==> src/sepc_pkg.sv <==
/*
 sepc_pkg: constants, command and state types shared by the serial eeprom
 programming controller, its command buffer and its array.
 assumes a 40 MHz system clock.
*/
package sepc_pkg;

    // =====================================================================
    // timing
    localparam int unsigned CLK_PERIOD_NS = 25;
    localparam int unsigned SELECT_LOW_NS = 250;
    localparam int unsigned SELECT_LOW_CYC = (SELECT_LOW_NS + CLK_PERIOD_NS - 1) / CLK_PERIOD_NS;
    localparam int unsigned WORD_CYCLE_NS = 4000000;
    localparam int unsigned BULK_ERASE_NS = 8000000;
    localparam int unsigned BULK_WRITE_NS = 16000000;
    localparam int unsigned WORD_CYC = WORD_CYCLE_NS / CLK_PERIOD_NS;
    localparam int unsigned BULK_ERASE_CYC = BULK_ERASE_NS / CLK_PERIOD_NS;
    localparam int unsigned BULK_WRITE_CYC = BULK_WRITE_NS / CLK_PERIOD_NS;
    localparam int unsigned TIMER_W = 20;

    // =====================================================================
    // array and command format
    localparam int unsigned AW = 7;
    localparam logic [15:0] ERASED_WORD = 16'hFFFF;
    localparam logic UNLOCKED_RST = 1'h0;
    localparam logic [1:0] OPC_SPECIAL = 2'h0;
    localparam logic [1:0] OPC_WRITE = 2'h1;
    localparam logic [1:0] OPC_READ = 2'h2;
    localparam logic [1:0] OPC_ERASE = 2'h3;
    localparam logic [1:0] SUB_LOCK = 2'h0;
    localparam logic [1:0] SUB_BULK_WRITE = 2'h1;
    localparam logic [1:0] SUB_BULK_ERASE = 2'h2;
    localparam logic [1:0] SUB_UNLOCK = 2'h3;

    typedef enum logic [2:0] {
        CMD_UNLOCK, CMD_LOCK, CMD_ERASE, CMD_WRITE, CMD_BULK_ERASE, CMD_BULK_WRITE
    } sepc_cmd_e;

    typedef struct packed {
        sepc_cmd_e op;
        logic wide;
        logic [AW:0] baddr;
        logic [15:0] data;
    } sepc_cmd_s;

    typedef struct packed {
        logic we;
        logic [1:0] be;
        logic [AW-1:0] addr;
        logic [15:0] wdata;
    } sepc_mem_req_s;

    typedef enum logic [1:0] {SP_IDLE = 2'h0, SP_SHIFT = 2'h1, SP_READ = 2'h3, SP_DONE = 2'h2} sepc_ser_e;
    typedef enum logic [1:0] {EN_IDLE = 2'h0, EN_FILL = 2'h1, EN_TIME = 2'h3} sepc_eng_e;

    // byte lanes touched by one word operation
    function automatic logic [1:0] sepc_lanes(input logic wide, input logic bsel);
        return wide ? 2'h3 : (bsel ? 2'h2 : 2'h1);
    endfunction

endpackage

==> src/sepc_top.sv <==
/*
 sepc_top: serial eeprom command decoder, self-timed programming engine
 and ready/busy output. assumes asynchronous pins from a host that obeys
 select low time and clock counts; one 40 MHz clock.
*/
`timescale 1ns/1ps
module sepc_top
    import sepc_pkg::*;
#(
    parameter int unsigned WORD_CYCLES = WORD_CYC,
    parameter int unsigned BULK_ERASE_CYCLES = BULK_ERASE_CYC,
    parameter int unsigned BULK_WRITE_CYCLES = BULK_WRITE_CYC
)(
    input logic clk,
    input logic resetn,
    input logic chip_select,
    input logic serial_clk,
    input logic serial_in,
    input logic word_width_select,
    output logic serial_out,
    output logic serial_out_oe
);
    // =====================================================================
    // reset release and pin synchronisers
    logic [1:0] rst_q;
    logic rst_n;
    logic [3:0] s1_r, s2_r, s3_r, filt_r, filt_nxt;
    logic cs_n, cs_lvl, cs_fall, cs_rise, sclk_rise, sdi_n, org_n;

    always_ff @(posedge clk or negedge resetn)
    begin
        if (!resetn)
            rst_q <= 2'h0;
        else
            rst_q <= {rst_q[0], 1'h1};
    end
    assign rst_n = rst_q[1];

    // a change counts only when the second and third stage agree
    assign filt_nxt = (s2_r & s3_r) | (filt_r & (s2_r ^ s3_r));

    always_ff @(posedge clk or negedge rst_n)
    begin
        if (!rst_n)
        begin
            s1_r <= 4'h0;
            s2_r <= 4'h0;
            s3_r <= 4'h0;
            filt_r <= 4'h0;
        end
        else
        begin
            s1_r <= {chip_select, serial_clk, serial_in, word_width_select};
            s2_r <= s1_r;
            s3_r <= s2_r;
            filt_r <= filt_nxt;
        end
    end

    assign cs_n = filt_nxt[3];
    assign cs_lvl = filt_r[3];
    assign cs_fall = cs_lvl && !cs_n;
    assign cs_rise = !cs_lvl && cs_n;
    assign sclk_rise = filt_nxt[2] && !filt_r[2];
    assign sdi_n = filt_nxt[1];
    assign org_n = filt_nxt[0];

    // =====================================================================
    // command buffer and array
    sepc_cmd_s cmd_r, cmd_nxt, pend_cmd;
    sepc_mem_req_s mreq;
    logic push, buf_in_ready, buf_out_valid, buf_out_ready;
    logic [$bits(sepc_cmd_s)-1:0] pend_bits;
    logic [AW:0] rd_addr_r, rd_addr_nxt;
    logic [15:0] rdata;
    logic busy_r, ready;

    sepc_buf2 #(.W($bits(sepc_cmd_s))) u_buf (
        .clk(clk),
        .rst_n(rst_n),
        .in_valid(push),
        .in_ready(buf_in_ready),
        .in_data(cmd_r),
        .out_valid(buf_out_valid),
        .out_ready(buf_out_ready),
        .out_data(pend_bits)
    );
    assign pend_cmd = sepc_cmd_s'(pend_bits);

    sepc_mem #(.ADDR_W(AW)) u_mem (
        .clk(clk),
        .we(mreq.we),
        .be(mreq.be),
        .waddr(mreq.addr),
        .wdata(mreq.wdata),
        .raddr(rd_addr_r[AW:1]),
        .rdata(rdata)
    );

    assign ready = !busy_r && !buf_out_valid;

    // =====================================================================
    // serial command decoder
    sepc_ser_e ser_r, ser_nxt;
    logic [4:0] cnt_r, cnt_nxt, ocnt_r, ocnt_nxt;
    logic [4:0] addr_bits, hdr_bits, end_bits;
    logic [24:0] sh_r, sh_nxt, sh_in;
    logic wide_r, wide_nxt, done_r, done_nxt, stat_r, stat_nxt;
    logic oe_r, oe_nxt, dout_r, dout_nxt;
    logic [15:0] osh_r, osh_nxt;
    logic [1:0] rwait_r, rwait_nxt, opc, sub;
    logic [7:0] low_r, low_nxt;
    logic [AW:0] baddr;

    assign addr_bits = wide_r ? 5'(AW) : 5'(AW + 1);
    assign hdr_bits = addr_bits + 5'h2;
    assign end_bits = hdr_bits + (wide_r ? 5'h10 : 5'h08);
    assign sh_in = {sh_r[23:0], sdi_n};
    assign opc = 2'(sh_in >> addr_bits);
    assign sub = wide_r ? sh_in[AW-1 -: 2] : sh_in[AW -: 2];
    assign baddr = wide_r ? {sh_in[AW-1:0], 1'h0} : sh_in[AW:0];
    assign push = cs_fall && done_r;

    always_comb
    begin
        ser_nxt = ser_r;
        cnt_nxt = cnt_r;
        sh_nxt = sh_r;
        wide_nxt = wide_r;
        cmd_nxt = cmd_r;
        done_nxt = done_r;
        rd_addr_nxt = rd_addr_r;
        rwait_nxt = rwait_r;
        osh_nxt = osh_r;
        ocnt_nxt = ocnt_r;
        dout_nxt = dout_r;
        stat_nxt = stat_r;
        low_nxt = low_r;
        if (!cs_n)
        begin
            // deselect returns the decoder to idle and clears its count, done, status and read-wait state
            ser_nxt = SP_IDLE;
            cnt_nxt = 5'h0;
            done_nxt = 1'h0;
            stat_nxt = 1'h0;
            rwait_nxt = 2'h0;
            if (low_r != 8'(SELECT_LOW_CYC))
                low_nxt = low_r + 8'h1;
        end
        else
        begin
            low_nxt = 8'h0;
            // status only after a full select low time
            if (cs_rise && low_r == 8'(SELECT_LOW_CYC) && (busy_r || buf_out_valid))
                stat_nxt = 1'h1;
            if (sclk_rise)
            begin
                unique case (ser_r)
                    SP_IDLE:
                    begin
                        // a start is refused while the buffer is full
                        if (sdi_n && buf_in_ready)
                        begin
                            ser_nxt = SP_SHIFT;
                            cnt_nxt = 5'h0;
                            wide_nxt = org_n;
                            stat_nxt = 1'h0;
                        end
                    end
                    SP_SHIFT:
                    begin
                        sh_nxt = sh_in;
                        cnt_nxt = cnt_r + 5'h1;
                        if (cnt_r + 5'h1 == hdr_bits)
                        begin
                            cmd_nxt.wide = wide_r;
                            cmd_nxt.baddr = baddr;
                            cmd_nxt.data = 16'h0000;
                            ser_nxt = SP_DONE;
                            done_nxt = 1'h1;
                            unique case (opc)
                                OPC_READ:
                                begin
                                    ser_nxt = SP_READ;
                                    done_nxt = 1'h0;
                                    rd_addr_nxt = baddr;
                                    rwait_nxt = 2'h2;
                                    ocnt_nxt = 5'h0;
                                    dout_nxt = 1'h0;
                                end
                                OPC_ERASE: cmd_nxt.op = CMD_ERASE;
                                OPC_WRITE:
                                begin
                                    cmd_nxt.op = CMD_WRITE;
                                    ser_nxt = SP_SHIFT;
                                    done_nxt = 1'h0;
                                end
                                OPC_SPECIAL:
                                begin
                                    unique case (sub)
                                        SUB_UNLOCK: cmd_nxt.op = CMD_UNLOCK;
                                        SUB_LOCK: cmd_nxt.op = CMD_LOCK;
                                        SUB_BULK_ERASE: cmd_nxt.op = CMD_BULK_ERASE;
                                        SUB_BULK_WRITE:
                                        begin
                                            cmd_nxt.op = CMD_BULK_WRITE;
                                            ser_nxt = SP_SHIFT;
                                            done_nxt = 1'h0;
                                        end
                                    endcase
                                end
                            endcase
                        end
                        else if (cnt_r + 5'h1 == end_bits)
                        begin
                            // narrow data is mirrored into both lanes
                            cmd_nxt.data = wide_r ? sh_in[15:0] : {sh_in[7:0], sh_in[7:0]};
                            ser_nxt = SP_DONE;
                            done_nxt = 1'h1;
                        end
                    end
                    SP_READ:
                    begin
                        dout_nxt = osh_r[15];
                        osh_nxt = {osh_r[14:0], 1'h0};
                        ocnt_nxt = ocnt_r + 5'h1;
                        if (ocnt_r == (wide_r ? 5'h0F : 5'h07))
                        begin
                            ocnt_nxt = 5'h0;
                            rd_addr_nxt = rd_addr_r + (wide_r ? (AW+1)'(2) : (AW+1)'(1));
                            rwait_nxt = 2'h2;
                        end
                    end
                    SP_DONE: ; // extra clocks and input ignored
                endcase
            end
            // array read returns well before the next serial edge
            if (rwait_r != 2'h0)
            begin
                rwait_nxt = rwait_r - 2'h1;
                if (rwait_r == 2'h1)
                    osh_nxt = wide_r ? rdata : {(rd_addr_r[0] ? rdata[15:8] : rdata[7:0]), 8'h00};
            end
        end
        oe_nxt = cs_n && (ser_nxt == SP_READ || stat_nxt);
        if (stat_nxt && ser_nxt != SP_READ)
            dout_nxt = ready;
    end

    // with select high and no serial edge the shift, count and command fields hold
    always_ff @(posedge clk or negedge rst_n)
    begin
        if (!rst_n)
        begin
            ser_r <= SP_IDLE;
            cnt_r <= 5'h0;
            sh_r <= '0;
            wide_r <= 1'h0;
            cmd_r <= '0;
            done_r <= 1'h0;
            rd_addr_r <= '0;
            rwait_r <= 2'h0;
            osh_r <= 16'h0000;
            ocnt_r <= 5'h0;
            dout_r <= 1'h0;
            stat_r <= 1'h0;
            low_r <= 8'h0;
            oe_r <= 1'h0;
        end
        else
        begin
            ser_r <= ser_nxt;
            cnt_r <= cnt_nxt;
            sh_r <= sh_nxt;
            wide_r <= wide_nxt;
            cmd_r <= cmd_nxt;
            done_r <= done_nxt;
            rd_addr_r <= rd_addr_nxt;
            rwait_r <= rwait_nxt;
            osh_r <= osh_nxt;
            ocnt_r <= ocnt_nxt;
            dout_r <= dout_nxt;
            stat_r <= stat_nxt;
            low_r <= low_nxt;
            oe_r <= oe_nxt;
        end
    end

    assign serial_out = dout_r;
    assign serial_out_oe = oe_r;

    // =====================================================================
    // self-timed programming engine, free of select and serial clock
    sepc_eng_e eng_r, eng_nxt;
    sepc_cmd_s cur_r, cur_nxt;
    logic [AW-1:0] ptr_r, ptr_nxt;
    logic [TIMER_W-1:0] tmr_r, tmr_nxt;
    logic unl_r, unl_nxt, busy_nxt, bulk, erase_op, pop, prog_op;

    assign buf_out_ready = (eng_r == EN_IDLE);
    assign pop = buf_out_valid && buf_out_ready;
    assign prog_op = !(pend_cmd.op inside {CMD_UNLOCK, CMD_LOCK});
    assign bulk = cur_r.op inside {CMD_BULK_ERASE, CMD_BULK_WRITE};
    assign erase_op = cur_r.op inside {CMD_ERASE, CMD_BULK_ERASE};

    always_comb
    begin
        eng_nxt = eng_r;
        cur_nxt = cur_r;
        ptr_nxt = ptr_r;
        tmr_nxt = tmr_r;
        unl_nxt = unl_r;
        busy_nxt = busy_r;
        mreq = '0;
        unique case (eng_r)
            EN_IDLE:
            begin
                if (pop)
                begin
                    if (pend_cmd.op == CMD_UNLOCK)
                        unl_nxt = 1'h1;
                    else if (pend_cmd.op == CMD_LOCK)
                        unl_nxt = 1'h0;
                    else if (unl_r)
                    begin
                        cur_nxt = pend_cmd;
                        ptr_nxt = '0;
                        busy_nxt = 1'h1;
                        eng_nxt = EN_FILL;
                    end
                end
            end
            EN_FILL:
            begin
                // rewriting a word replaces every bit of its enabled lanes, the erase pass is implicit
                mreq.we = 1'h1;
                mreq.wdata = erase_op ? ERASED_WORD : cur_r.data;
                mreq.be = bulk ? 2'h3 : sepc_lanes(cur_r.wide, cur_r.baddr[0]);
                mreq.addr = bulk ? ptr_r : cur_r.baddr[AW:1];
                ptr_nxt = ptr_r + 1'h1;
                if (!bulk || ptr_r == '1)
                begin
                    eng_nxt = EN_TIME;
                    if (!bulk)
                        tmr_nxt = TIMER_W'(WORD_CYCLES - 1);
                    else if (erase_op)
                        tmr_nxt = TIMER_W'(BULK_ERASE_CYCLES - 1);
                    else
                        tmr_nxt = TIMER_W'(BULK_WRITE_CYCLES - 1);
                end
            end
            EN_TIME:
            begin
                tmr_nxt = tmr_r - 1'h1;
                if (tmr_r == '0)
                begin
                    eng_nxt = EN_IDLE;
                    busy_nxt = 1'h0;
                end
            end
            default: eng_nxt = EN_IDLE;
        endcase
    end

    always_ff @(posedge clk or negedge rst_n)
    begin
        if (!rst_n)
        begin
            eng_r <= EN_IDLE;
            cur_r <= '0;
            ptr_r <= '0;
            tmr_r <= '0;
            unl_r <= UNLOCKED_RST;
            busy_r <= 1'h0;
        end
        else
        begin
            eng_r <= eng_nxt;
            cur_r <= cur_nxt;
            ptr_r <= ptr_nxt;
            tmr_r <= tmr_nxt;
            unl_r <= unl_nxt;
            busy_r <= busy_nxt;
        end
    end
endmodule

==> src/sepc_mem.sv <==
/*
 sepc_mem: word array with byte-lane write port and registered read port.
 assumes write and read addresses from the same clock domain.
*/
`timescale 1ns/1ps
module sepc_mem
#(
    parameter int unsigned ADDR_W = 7
)(
    input logic clk,
    input logic we,
    input logic [1:0] be,
    input logic [ADDR_W-1:0] waddr,
    input logic [15:0] wdata,
    input logic [ADDR_W-1:0] raddr,
    output logic [15:0] rdata
);
    logic [15:0] mem [0:(1<<ADDR_W)-1];

    always_ff @(posedge clk)
    begin
        if (we && be[0])
            mem[waddr][7:0] <= wdata[7:0];
        if (we && be[1])
            mem[waddr][15:8] <= wdata[15:8];
        rdata <= mem[raddr];
    end
endmodule

==> src/sepc_buf2.sv <==
/*
 sepc_buf2: two-entry buffer with valid/ready on both sides.
 assumes an asynchronous active-low reset whose release is already synchronised.
*/
`timescale 1ns/1ps
module sepc_buf2
#(
    parameter int unsigned W = 8
)(
    input logic clk,
    input logic rst_n,
    input logic in_valid,
    output logic in_ready,
    input logic [W-1:0] in_data,
    output logic out_valid,
    input logic out_ready,
    output logic [W-1:0] out_data
);
    logic [W-1:0] e0_r, e0_nxt, e1_r, e1_nxt;
    logic [1:0] cnt_r, cnt_nxt;
    logic push, pop;

    assign in_ready = (cnt_r != 2'h2);
    assign out_valid = (cnt_r != 2'h0);
    assign out_data = e0_r;
    assign push = in_valid && in_ready;
    assign pop = out_valid && out_ready;

    always_comb
    begin
        e0_nxt = e0_r;
        e1_nxt = e1_r;
        cnt_nxt = cnt_r + 2'(push) - 2'(pop);
        if (pop)
            e0_nxt = e1_r;
        if (push && (cnt_r == 2'h0 || (cnt_r == 2'h1 && pop)))
            e0_nxt = in_data;
        else if (push)
            e1_nxt = in_data;
    end

    always_ff @(posedge clk or negedge rst_n)
    begin
        if (!rst_n)
        begin
            e0_r <= '0;
            e1_r <= '0;
            cnt_r <= 2'h0;
        end
        else
        begin
            e0_r <= e0_nxt;
            e1_r <= e1_nxt;
            cnt_r <= cnt_nxt;
        end
    end
endmodule

==> config.mk <==
export PLATFORM = sky130hd
export DESIGN_NAME = sepc_top
export DESIGN_NICKNAME = d
export VERILOG_FILES = /design/src/sepc_pkg.sv /design/src/sepc_top.sv /design/src/sepc_mem.sv /design/src/sepc_buf2.sv
export SDC_FILE = /design/constraint.sdc
export NUM_CORES = 2
export LEC_CHECK = 0
export ABC_AREA = 1
export BUFFER_PORTS_ARGS = -buffer_cell sky130_fd_sc_hd__buf_2
export CAP_MARGIN = 20
export CORE_ASPECT_RATIO = 0.8
export CORE_MARGIN = 3
export CORE_UTILIZATION = 35
export CTS_CLUSTER_SIZE = 40
export DETAILED_ROUTE_END_ITERATION = 10
export GPL_ROUTABILITY_DRIVEN = 0
export PLACE_DENSITY = 0.51
export SLEW_MARGIN = 10
export SYNTH_ARGS = -nofsm -noshare
export SYNTH_HDL_FRONTEND = slang
export SYNTH_SLANG_ARGS = --single-unit
==> constraint.sdc <==
create_clock -name clk -period 8.8 [get_ports clk]
set_input_delay 0.88 -clock clk [delete_from_list [all_inputs] [get_ports clk]]
set_output_delay 0.88 -clock clk [all_outputs]
set_load 0.02 [all_outputs]
==> metrics.txt <==
status=finished clean; Final nets=7618; Worst EP arrival=5480 ps; Mean Syn Cell Area=11.9 sq um; worst skew pair latency=~900 ps; Worst Hold Path EP=s1_r[1]; synth warn=0; Syn Nets=7791; fin. max-slew vios=0; Rel. slew slack=~20%; io pins=8; Worst Setup Start Kind=flip-flop; Num CTS Buffers=about 220; RSZ-0062 raised after global routing=false; Ant. Diodes=0; P_leak=29.1 nW; Vias=around 60000; first-pass GRT wire length=404 mm; Worst setup EP type=flip-flop; Power Density=slightly above 200 nW/um^2; Total Power=about 21 mW; wirelength, routed=roughly 280 mm; Critical Path RT=9510 ps; DRC=0; number of synthesized flops with an enable pin=2048; dpl hpwl=~160 mm; vias in the first global route=57800; DR vias/cell=around 5.4; Reg2Reg Capture Point=u_mem.rdata[9]; number of max-cap violations=0; clock root buffer=clkbuf_16; effective utilization at floorplan=35.3%; CP most frequent cell=nor2_1; Mapped Cells=a little under 8000; DP Cell Count=10800; clk buf depth=4; Final ANT Viol Nets=0; Worst-path clk slew=70 ps; Wirelength per Cell=between 20 and 25 um; Worst-Margin Slew=1190 ps; PostCTS Resize Cnt=0; Distinct cells, synth=just under 50; Final Core Density=39.3%; Tcrit/Tclk final=a little over half; setup tns final=0 ps; CTS tree=yes; Total GRT Usage=19.8%; Std-Cell Core Area=263000 sq um; synthesized cell area=slightly above 90000 sq um; Final min period=4770 ps; PortBufs=7; postcts setup bufs=0; critical-path cell list=buf_4, buf_4, nor2_1, o21ai_0, o211ai_1, nand3_1, nand3_1, a21oi_1, nand2_1, nor2_1, nor2_1; initial antenna violation count=6; Register-to-Register Path Depth=11; H-tree levels=4; Placed Area=96200 sq um; post-route cell area=103000 sq um; non-filler cells, final=11300; worst stage delay on the critical path=around 800 ps; Max Clock Skew=44.9 ps; initial detailed-routing violation count=roughly 6900; clock sink total=2293; min-delay worst type=in2reg; Fmax achieved=around 210 MHz; row count=168; Synth-to-Final Area Change=11.2%; DR pass1 iterations=7; Worst VDD drop=0.000144 V; hold_sp=serial_in; worst-path cell with the longest stage delay=a21oi_1; # setup viols final=0; Post-synth ARST share=9.99%; Worst Hold Depth=1; final hold vios=0; die area=271000 sq um; crit path kind=reg2reg; CP max FO=75; grt ovf=0; share of layout cells above drive strength 1=6.32%; R2R Setup Slk=4030 ps; Seq cells post-synth=around 2300; post-synthesis sequential area ratio=72.8%; Die Y=467 um; Critical R2R Launch=rd_addr_r[2]; Die X=a little under 600 um; pin count of the biggest net entering global routing=199; Most used DFF post-synth=edfxtp_1
-- how the worst max path moves through the flow --
stage	start	end	slack, ps	depth (start not counted)
5_1_grt	rd_addr_r[2]	u_mem.rdata[9]	3830	11
3_3_place_gp	rd_addr_r[2]	u_mem.rdata[9]	4300	11
4_1_cts	rd_addr_r[2]	u_mem.rdata[9]	4290	11
2_1_floorplan	rst_q[1]	busy_r	1950	0
3_5_place_dp	rd_addr_r[2]	u_mem.rdata[9]	4310	11
6_report	rd_addr_r[2]	u_mem.rdata[9]	4030	11
-- critical path, delay by kind of cell, from the launching register on --
family	cells	cell delay, ps
compound gates	3	1020
buf+inv	2	1500
flops	1	780
simple gates	6	1140
-- cells by family after synthesis --
group | count (synthesis) | synth area share (%)
AO/OA/AOI/OAI | 1939 | 11.8
other | 1 | 0.00404
adder cells (fa/ha/maj) | 19 | 0.264
XOR/XNOR | 9 | 0.0850
flip-flops | 2293 | 72.8
AND/OR/NAND/NOR | 2762 | 11.9
buffers and inverters | 743 | 3.24
-- stage by stage --
step	setup WS (ps)	hold WS [ps]
floorplan	1950	331
global placement	4300	336
detailed placement	4310	340
CTS	4290	46.7
global route	3830	63.3
finish	4030	113
-- synth_stat cells, drive strengths merged (3+ instances only) --
library cell | number | area (sq um)
a31oi | 14 | 87.6
xor2 | 6 | 52.6
o22ai | 267 | 1670
nand2 | 719 | 2700
a21oi | 119 | 599
dfrtp | 229 | 5730
nand3 | 300 | 1500
o21ai | 1230 | 6160
nand4 | 18 | 113
o41ai | 3 | 26.3
nor3 | 36 | 196
inv | 224 | 843
or2 | 5 | 31.3
buf | 172 | 860
xnor2 | 3 | 26.3
dfxtp | 16 | 320
o31ai | 15 | 113
ha | 18 | 225
a22oi | 5 | 37.5
nand3b | 4 | 30.0
edfxtp | 2048 | 61500
o221ai | 53 | 464
clkbuf | 345 | 1290
nor2 | 1677 | 6400
o211ai | 223 | 1670
-- placed cells by master (no fill, tap or decap), types with 36 or more instances in the layout --
master,n
clkbuf_16,228
edfxtp_1,2048
nor2_1,1653
a21oi_1,118
clkinv_1,46
o21ai_0,1228
dfrtp_1,223
buf_4,87
clkbuf_1,55
o221ai_1,53
o22ai_1,267
inv_1,196
nand2_1,717
o211ai_1,223
clkinv_2,36
nand3_1,300
-- report_power, final --
| part | internal [mW] | total (mW) | switching (mW) | leakage (nW) |
|---|---|---|---|---|
| sequential | 11.7 | 11.7 | 0.0118 | 17.4 |
| clock | 5.33 | 9.46 | 4.13 | 3.44 |
| combinational | 0.0313 | 0.135 | 0.104 | 8.31 |
| total | 17.1 | 21.3 | 4.24 | 29.1 |
-- timing repair --
| action | CTS | global route |
|---|---|---|
| endpoints found under the setup margin | 0 | 0 |
| hold buffers | 1 | 0 |
| hold endpoints to repair | 2 | 0 |
-- final cells by class --
class / instances / area, sq um
fillers: 24900 / 160000
flip-flops and latches: 2293 / 67600
multi-input cells: 4730 / 22300
clock buffers: 296 / 6090
well taps: 3485 / 4360
repair buffers: 118 / 1070
clock inverters: 106 / 932
inverters: 226 / 920
-- state kept, by name (all words and copies together), names as in the netlist, 4 cells and up --
signal          flops
cmd_r              28
cnt_r               5
cur_r              28
filt_r              4
low_r               8
ocnt_r              5
osh_r              16
ptr_r               7
rd_addr_r           8
s1_r                4
s2_r                4
s3_r                4
sh_r               15
tmr_r              20
u_buf.e1_r         28
u_buf.out_data     28
u_mem.mem        2048
u_mem.rdata        16
-- routing by layer --
metal,share of wire [%],global-route usage [%]
met1,46,29.5
met2,43,29.2
met3,7.9,3.91
met4,2.6,5.30
met5,0,0
(Power assumes the default switching activity.)
